==> config.mk <==
export PLATFORM = sky130hd
export DESIGN_NAME = adcsc_top
export DESIGN_NICKNAME = d
export VERILOG_FILES = /design/src/hdl/adcsc_pkg.sv /design/src/hdl/adcsc_result.sv /design/src/hdl/adcsc_top.sv
export SDC_FILE = /design/constraint.sdc
export NUM_CORES = 1
export LEC_CHECK = 0
export ABC_AREA = 1
export BUFFER_PORTS_ARGS = -buffer_cell sky130_fd_sc_hd__buf_2
export CORE_MARGIN = 2
export CORE_UTILIZATION = 40
export CTS_BUF_LIST = sky130_fd_sc_hd__clkbuf_4
export DETAILED_ROUTE_END_ITERATION = 8
export MAX_ROUTING_LAYER = met4
export PLACE_DENSITY = 0.74
export SYNTH_ARGS = -nofsm -noshare
export SYNTH_HDL_FRONTEND = slang
export SYNTH_SLANG_ARGS = --single-unit
==> constraint.sdc <==
create_clock -name mclk -period 3.3 [get_ports mclk]
set_input_delay 0.66 -clock mclk [delete_from_list [all_inputs] [get_ports mclk]]
set_output_delay 0.66 -clock mclk [all_outputs]
set_load 0.01 [all_outputs]
==> src/hdl/adcsc_pkg.sv <==
// Package of offsets, field layouts, reset values and carrier types for the scan control block.
package adcsc_pkg;

   // ==========================================================================
   // Register offsets on the serial register port.
   localparam logic [6:0] ADCSC_OFS_RESET_CTRL = 7'h00;
   localparam logic [6:0] ADCSC_OFS_RESTART = 7'h0B;
   localparam logic [6:0] ADCSC_OFS_AUX = 7'h12;
   localparam logic [6:0] ADCSC_OFS_READY = 7'h18;
   localparam logic [6:0] ADCSC_OFS_RES_HI = 7'h1A;
   localparam logic [6:0] ADCSC_OFS_RES_LO = 7'h1B;
   localparam logic [6:0] ADCSC_OFS_CH_STATUS = 7'h1E;
   localparam logic [6:0] ADCSC_OFS_SCAN = 7'h1F;

   // ==========================================================================
   // Command values and field positions.
   localparam logic [7:0] ADCSC_FULL_RESET_CODE = 8'hC3;
   localparam int ADCSC_RESTART_BIT = 0;
   localparam int ADCSC_AUX_CALCLR_BIT = 6;
   localparam int ADCSC_AUX_BYPASS_BIT = 5;
   localparam int ADCSC_AUX_CLKSEL_BIT = 4;
   localparam int ADCSC_STS_PENDING_BIT = 1;
   localparam int ADCSC_STS_STALE_BIT = 0;
   localparam logic [2:0] ADCSC_CH_ILLEGAL = 3'h7;

   // ==========================================================================
   // Reset values and fixed read answers.
   localparam logic [7:0] ADCSC_AUX_RESET = 8'h00;
   localparam logic [7:0] ADCSC_SCAN_RESET = 8'h30;
   localparam logic [7:0] ADCSC_READY_NONE = 8'hFF;
   localparam logic [7:0] ADCSC_READY_FRESH = 8'h00;
   localparam logic [7:0] ADCSC_READ_ZERO = 8'h00;
   localparam logic [15:0] ADCSC_RESULT_RESET = 16'h0000;
   localparam logic [3:0] ADCSC_CUR_MAX = 4'hA;

   // ==========================================================================
   // Timing: least spacing of repeated result reads, kept by the host.
   localparam int ADCSC_CLK_HZ = 25_000_000;
   localparam int ADCSC_REPEAT_READ_GAP_US = 72;
   localparam int ADCSC_REPEAT_READ_GAP_CYC =
      (ADCSC_REPEAT_READ_GAP_US * (ADCSC_CLK_HZ / 1_000_000));

   // ==========================================================================
   // Types.
   typedef enum logic [1:0]
   {
      ADCSC_SCAN_SINGLE_CONT = 2'b00,
      ADCSC_SCAN_ONCE = 2'b01,
      ADCSC_SCAN_CONT = 2'b10,
      ADCSC_SCAN_CONT_BURNOUT = 2'b11
   } adcsc_scan_mode_t;

   typedef struct packed
   {
      logic calib_clear_on_full_reset;
      logic ext_clock_detect_bypass;
      logic clock_sel_ext;
      logic [3:0] excitation_current_select;
   } adcsc_aux_t;

   typedef struct packed
   {
      adcsc_scan_mode_t scan_mode_select;
      logic [2:0] final_channel;
      logic [2:0] starting_channel;
   } adcsc_scan_t;

   typedef struct packed
   {
      logic [6:0] addr;
      logic wr;
      logic rd;
      logic [7:0] wdata;
   } adcsc_req_t;

endpackage : adcsc_pkg

==> src/hdl/adcsc_result.sv <==
// Result holding register with fresh and stale tracking for the scan control block.
module adcsc_result
(
   mclk,
   reset_n,
   soft_reset,
   conv_valid,
   conv_data,
   rd_high,
   rd_low,
   result,
   fresh,
   stale_read_flag
);
   import adcsc_pkg::*;

   input wire logic mclk;
   input wire logic reset_n;
   input wire logic soft_reset;
   input wire logic conv_valid;
   input wire logic [15:0] conv_data;
   input wire logic rd_high;
   input wire logic rd_low;
   output logic [15:0] result;
   output logic fresh;
   output logic stale_read_flag;

   logic [15:0] result_r;
   logic fresh_r;
   logic stale_r;
   logic read_any;
   logic fresh_nxt;

   // ==========================================================================
   // A new result marks fresh; the low byte read consumes it, but a result landing
   // in the same cycle wins so no conversion is silently lost.
   assign read_any = rd_high | rd_low;
   assign fresh_nxt = conv_valid | (fresh_r & ~rd_low);

   // Latch the result and flags.
   always_ff @(posedge mclk)
   begin
      if (!reset_n || soft_reset)
      begin
         result_r <= ADCSC_RESULT_RESET;
         fresh_r <= 1'b0;
         stale_r <= 1'b0;
      end
      else
      begin
         if (conv_valid)
         begin
            result_r <= conv_data;
         end
         fresh_r <= fresh_nxt;
         if (read_any)
         begin
            stale_r <= ~fresh_r;
         end
      end
   end

   assign result = result_r;
   assign fresh = fresh_r;
   assign stale_read_flag = stale_r;

endmodule : adcsc_result

==> src/hdl/adcsc_top.sv <==
// Control and status registers for the converter restart, auxiliary and scan options.
// Summary of operation
// - Writing one to restart bit 0 aborts and restarts conversion; other bits reserved.
// - Full reset clears system offset and gain coefficients only when option bit set.
// - Auxiliary bit 5 zero runs external clock detection; one bypasses it.
// - Clock select bit counts only when detection bypassed; one picks external clock.
// - Four-bit excitation current in 100 microamp steps, up to code 0xA, reset zero.
// - Data-available reads 0xFF with no new result, other values when fresh.
// - Result is 16-bit two's complement, high byte then low byte, next reserved.
// - Status bit 1 reads one while a scan update is pending.
// - Status bit 0 is zero for valid unread result, one for stale or repeat.
// - Two-bit scan mode: single continuous, one scan, continuous, continuous with burnout.
// - Three-bit last channel field, codes 0 to 6, reset value 6.
// - Scan write holding code 7 in either channel field is discarded whole.
// - Three-bit first channel field, codes 0 to 6, reset value 0.
// - Writing 0xC3 to reset control resets registers and restarts; other values ignored.
module adcsc_top
(
   mclk,
   reset_n,
   reg_req,
   reg_rdata,
   conv_valid,
   conv_data,
   scan_update_ack,
   ext_clock_present,
   conv_restart,
   full_reset_pulse,
   calib_clear_pulse,
   aux_cfg,
   scan_cfg,
   use_ext_clock,
   ext_detect_enable
);
   import adcsc_pkg::*;

   input wire logic mclk;
   input wire logic reset_n;
   input wire adcsc_pkg::adcsc_req_t reg_req;
   output logic [7:0] reg_rdata;
   input wire logic conv_valid;
   input wire logic [15:0] conv_data;
   input wire logic scan_update_ack;
   input wire logic ext_clock_present;
   output logic conv_restart;
   output logic full_reset_pulse;
   output logic calib_clear_pulse;
   output adcsc_pkg::adcsc_aux_t aux_cfg;
   output adcsc_pkg::adcsc_scan_t scan_cfg;
   output logic use_ext_clock;
   output logic ext_detect_enable;

   // ==========================================================================
   // Declarations.
   adcsc_aux_t aux_r;
   adcsc_aux_t aux_nxt;
   adcsc_scan_t scan_r;
   adcsc_scan_t scan_nxt;
   logic pending_r;
   logic pending_nxt;
   logic restart_r;
   logic full_reset_r;
   logic calib_clear_r;
   logic [7:0] rdata_r;
   logic [7:0] rdata_nxt;
   logic ext_meta_r;
   logic ext_sync_r;
   logic wr_reset_ctrl;
   logic wr_restart;
   logic wr_aux;
   logic wr_scan;
   logic full_reset_hit;
   logic scan_write_legal;
   logic rd_high;
   logic rd_low;
   logic [15:0] result;
   logic fresh;
   logic stale_read_flag;
   logic [3:0] cur_in;

   // ==========================================================================
   // Write and result read decode on the register port.
   assign wr_reset_ctrl = reg_req.wr && (reg_req.addr == ADCSC_OFS_RESET_CTRL);
   assign wr_restart = reg_req.wr && (reg_req.addr == ADCSC_OFS_RESTART);
   assign wr_aux = reg_req.wr && (reg_req.addr == ADCSC_OFS_AUX);
   assign wr_scan = reg_req.wr && (reg_req.addr == ADCSC_OFS_SCAN);
   assign rd_high = reg_req.rd && (reg_req.addr == ADCSC_OFS_RES_HI);
   assign rd_low = reg_req.rd && (reg_req.addr == ADCSC_OFS_RES_LO);

   // Only the exact full reset code acts; every other value is dropped.
   assign full_reset_hit = wr_reset_ctrl && (reg_req.wdata == ADCSC_FULL_RESET_CODE);

   // A channel code of 7 in either field voids the whole scan write.
   assign scan_write_legal = (reg_req.wdata[5:3] != ADCSC_CH_ILLEGAL) &&
                             (reg_req.wdata[2:0] != ADCSC_CH_ILLEGAL);

   // ==========================================================================
   // Auxiliary control next value. Current codes above the top step are clipped so
   // the current source is never asked for a step it does not have.
   assign cur_in = (reg_req.wdata[3:0] > ADCSC_CUR_MAX) ? ADCSC_CUR_MAX : reg_req.wdata[3:0];
   always_comb
   begin
      aux_nxt = aux_r;
      if (wr_aux)
      begin
         aux_nxt.calib_clear_on_full_reset = reg_req.wdata[ADCSC_AUX_CALCLR_BIT];
         aux_nxt.ext_clock_detect_bypass = reg_req.wdata[ADCSC_AUX_BYPASS_BIT];
         aux_nxt.clock_sel_ext = reg_req.wdata[ADCSC_AUX_CLKSEL_BIT];
         aux_nxt.excitation_current_select = cur_in;
      end
   end

   // Scan control next value; the write also raises the update pending flag.
   always_comb
   begin
      scan_nxt = scan_r;
      if (wr_scan && scan_write_legal)
      begin
         scan_nxt.scan_mode_select = adcsc_scan_mode_t'(reg_req.wdata[7:6]);
         scan_nxt.final_channel = reg_req.wdata[5:3];
         scan_nxt.starting_channel = reg_req.wdata[2:0];
      end
   end

   // The core acknowledges the update; a new write in the same cycle keeps it pending.
   assign pending_nxt = (wr_scan && scan_write_legal) | (pending_r & ~scan_update_ack);

   // ==========================================================================
   // Control registers. A full reset returns them to their reset values.
   always_ff @(posedge mclk)
   begin
      if (!reset_n || full_reset_hit)
      begin
         aux_r <= adcsc_aux_t'(ADCSC_AUX_RESET[6:0]);
         scan_r <= adcsc_scan_t'(ADCSC_SCAN_RESET);
         pending_r <= 1'b0;
      end
      else
      begin
         aux_r <= aux_nxt;
         scan_r <= scan_nxt;
         pending_r <= pending_nxt;
      end
   end

   // ==========================================================================
   // Command pulses. Restart holds for one cycle and then drops by itself, so
   // software never has to write a zero back.
   always_ff @(posedge mclk)
   begin
      if (!reset_n)
      begin
         restart_r <= 1'b0;
         full_reset_r <= 1'b0;
         calib_clear_r <= 1'b0;
      end
      else
      begin
         restart_r <= (wr_restart && reg_req.wdata[ADCSC_RESTART_BIT]) || full_reset_hit;
         full_reset_r <= full_reset_hit;
         calib_clear_r <= full_reset_hit && aux_r.calib_clear_on_full_reset;
      end
   end

   // ==========================================================================
   // External clock presence arrives from a pin and is synchronised first.
   always_ff @(posedge mclk)
   begin
      if (!reset_n)
      begin
         ext_meta_r <= 1'b0;
         ext_sync_r <= 1'b0;
      end
      else
      begin
         ext_meta_r <= ext_clock_present;
         ext_sync_r <= ext_meta_r;
      end
   end

   // With detection running the detector decides; when bypassed the select bit does.
   assign ext_detect_enable = ~aux_r.ext_clock_detect_bypass;
   assign use_ext_clock = aux_r.ext_clock_detect_bypass ? aux_r.clock_sel_ext : ext_sync_r;

   // ==========================================================================
   // Result holding and read tracking.
   adcsc_result u_result
   (
      .mclk(mclk),
      .reset_n(reset_n),
      .soft_reset(full_reset_hit),
      .conv_valid(conv_valid),
      .conv_data(conv_data),
      .rd_high(rd_high),
      .rd_low(rd_low),
      .result(result),
      .fresh(fresh),
      .stale_read_flag(stale_read_flag)
   );

   // ==========================================================================
   // Read multiplexer; write-only, reserved and unmapped addresses read zero.
   always_comb
   begin
      rdata_nxt = ADCSC_READ_ZERO;
      unique case (reg_req.addr)
         ADCSC_OFS_AUX:
         begin
            rdata_nxt = {1'b0, aux_r};
         end
         ADCSC_OFS_READY:
         begin
            rdata_nxt = fresh ? ADCSC_READY_FRESH : ADCSC_READY_NONE;
         end
         ADCSC_OFS_RES_HI:
         begin
            rdata_nxt = result[15:8];
         end
         ADCSC_OFS_RES_LO:
         begin
            rdata_nxt = result[7:0];
         end
         ADCSC_OFS_CH_STATUS:
         begin
            rdata_nxt = {6'b00_0000, pending_r, stale_read_flag};
         end
         ADCSC_OFS_SCAN:
         begin
            rdata_nxt = scan_r;
         end
         default:
         begin
            rdata_nxt = ADCSC_READ_ZERO;
         end
      endcase
   end

   // Read data is registered so the serial shifter sees a stable byte.
   always_ff @(posedge mclk)
   begin
      if (!reset_n)
      begin
         rdata_r <= ADCSC_READ_ZERO;
      end
      else if (reg_req.rd)
      begin
         rdata_r <= rdata_nxt;
      end
   end

   // ==========================================================================
   // Outputs.
   assign reg_rdata = rdata_r;
   assign conv_restart = restart_r;
   assign full_reset_pulse = full_reset_r;
   assign calib_clear_pulse = calib_clear_r;
   assign aux_cfg = aux_r;
   assign scan_cfg = scan_r;

endmodule : adcsc_top

==> metrics.txt <==
sequential area share after synthesis 43.0%; Hold Crit Class reg -> reg; Worst Hold Slack 0.427 ns; Top delay family on crit path simple AND/OR/NAND/NOR gates; layout cells sized above 1 22.7%; Post-CTS Hold Buffers 0; CTS Sinks 47; total CTS buffers 5; EDFF count, synth 0; GP Congestion 0.844; Initial Util 42.0%; final period utilization 55.4%; Area Growth Syn to Fin 18.5%; DR iter-0 viols 159; Detailed Route WL 5.73 mm; final setup vio count 0; yosys warns 0; nets 420; syn nets 357; sw frac 26.5%; DRC viols 0; top cell type's share of synthesized area 43.0%; leakage 1.21 nW; CP peak stage delay 0.51 ns; Mapped Area 2190 µm²; max_slew headroom 55.2%; Worst Skew 0.0121 ns; post-CTS setup buffer count 0; CORE AREA 5200 µm²; final cell count without fillers 453; maximum clock path buffer count 2; Cells after Synth 319; std cell rows 26; Synth async-reset ratio 0%; clk_lat worst skew 0.36 ns; largest net degree at the start of global routing 30; Worst Path Arrival 2.12 ns; Reg power frac 61.3%; first-pass iteration count of the detailed router 4; post-CTS sizing 0; hpwl dp 4.33 mm; critical-path cell list buf_2 > inv_1 > nand2_2 > nor2_4 > nand3_2 > o21ai_1 > inv_1 > nand2_1 > nand2_1 > a21oi_1; minimum clock period 1.83 ns; die area 6070 µm²; total congestion overflow 0; Routed WL per cell 12.6 µm; VDD IR-drop max 0.000162 V; H-Tree Depth 2; ranking of synthesized cells by area dfxtp_1 (43%), nand2_1 (15%), a21oi_1 (9.2%), nor2_1 (7.2%), nand3_1 (6.6%); RSZ-0062 raised after global routing false; Max Cap Viol 0; CTS clk-pin slew, worst paths 0.13 ns; post-route ant nets 0; placed instance count 445; top-count cell post-synth nand2_1; worst path buffer plus inverter count 3; Startpoint Class input port; setup ws final 1.47 ns; Final Hold Viols 0; Final Max Tran Viols 0; initial antenna violation count 0; Avg Vias per Cell 4.81; Crit path required time 3.59 ns; PwrDens 369 nW/µm²; n_diodes 0; I/O Pins 66; die width 77.9 µm; port bufs 65; flops & latches, synth 47; CP max-delay cell nor2_4; CP Max Fanout 29; overall power 0.957 mW; status finished clean; Crit Path Category in -> reg; internal power 0.703 mW; Peak Freq 547 MHz; area leader, netlist dfxtp_1; Chip Height 77.9 µm; all-layer global routing usage 20.1%; synth cell count leaders nand2_1 (86), dfxtp_1 (47), nor2_1 (42); routed vias 2180; Psw 0.253 mW; number of global-route vias before repair 1934; TNS Setup 0 ns; CTS root buffer clkbuf_4; worst-margin pin slew 0.671 ns; CTS tree done; Clock power frac 28.2%; Top FF cell, synth dfxtp_1; pre-CTS setup slack 1.09 ns; combinational share of power 10.5%; first-pass GRT wire length 9.34 mm; crit end category flop; Yosys cell types 22; Avg Cell Area, Syn 6.85 µm²
[worst min-delay path, delay by kind of cell (launching register included)]
family        cells  cell delay (ns)
simple gates      1             0.05
buf+inv           1             0.03
flops             1             0.32
[metrics by stage]
stage	cell area, µm²	util (%)
finish	2590	49.8
global route	2590	49.8
CTS	2590	49.8
detailed placement	2540	48.8
global placement	2540	48.8
floorplan	2190	-
[worst paths after layout]
kind	startpoint	endpoint	slack, ns	cells past startpoint
setup / recovery	reg_req[15]	reg_rdata[0]$_SDFFE_PN0P_	1.47	10
hold / removal	ext_meta_r$_SDFF_PN0_	ext_sync_r$_SDFF_PN0_	0.43	2
setup reg to reg	u_result.fresh$_SDFF_PP0_	reg_rdata[5]$_SDFFE_PN0P_	2.22	7
hold reg to reg	ext_meta_r$_SDFF_PN0_	ext_sync_r$_SDFF_PN0_	0.43	2
[cells in the final DEF (no fill, tap or decap), drive strengths merged]
master and instances:
nor3 3, nor2 47, a211oi 1, nand2 90, clkbuf 6, nand3 32
clkinv 5, dfxtp 47, nand4 1, buf 66, a21oi 40, o21ai 12
inv 33
[power groups by stage]
| stage | registers, mW | logic [mW] | clock network [mW] |
|---|---|---|---|
| 3_3_place_gp | 0.599 | 0.0978 | 0 |
| 5_1_grt | 0.588 | 0.113 | 0.292 |
| 3_5_place_dp | 0.599 | 0.100 | 0 |
| 2_1_floorplan | 0.598 | 0.0614 | 0 |
| 6_report | 0.587 | 0.101 | 0.269 |
| 4_1_cts | 0.587 | 0.101 | 0.270 |
[layer usage]
| metal | vias to the layer above | wire length [µm] | GRT usage, % | share of wire, % |
|---|---|---|---|---|
| met1 | 958 | 2770 | 28.1 | 48 |
| met2 | 74 | 2540 | 29.9 | 44 |
| met4 | 0 | 57 | 5.26 | 0.99 |
| li1 | 1141 | - | - | - |
| met3 | 7 | 367 | 3.95 | 6.4 |
| met5 | - | 0 | - | 0 |
[sequential cells by signal, summed over array words and instances (netlist names)]
signal,count
u_result.result,16
reg_rdata,8
scan_cfg,8
aux_cfg,7
calib_clear_pulse,1
conv_restart,1
ext_meta_r,1
ext_sync_r,1
full_reset_pulse,1
pending_r,1
u_result.fresh,1
u_result.stale_read_flag,1
[final cells by class]
cell class	count	area (µm²)
fill	568	2620
clock inverter	2	7.51
clock buffer	6	45.0
tap	70	87.6
multi-input combinational	226	1040
sequential	47	941
timing repair buffer	66	333
inverter	36	135
[kinds of logic after synthesis]
| group | count (synthesis) | synth area share [%] |
|---|---|---|
| flip-flops | 47 | 43.0 |
| buffers and inverters | 46 | 9.33 |
| AND/OR/NAND/NOR | 173 | 35.4 |
| AO/OA/AOI/OAI | 53 | 12.2 |
Power figures use the tool's default switching activity.
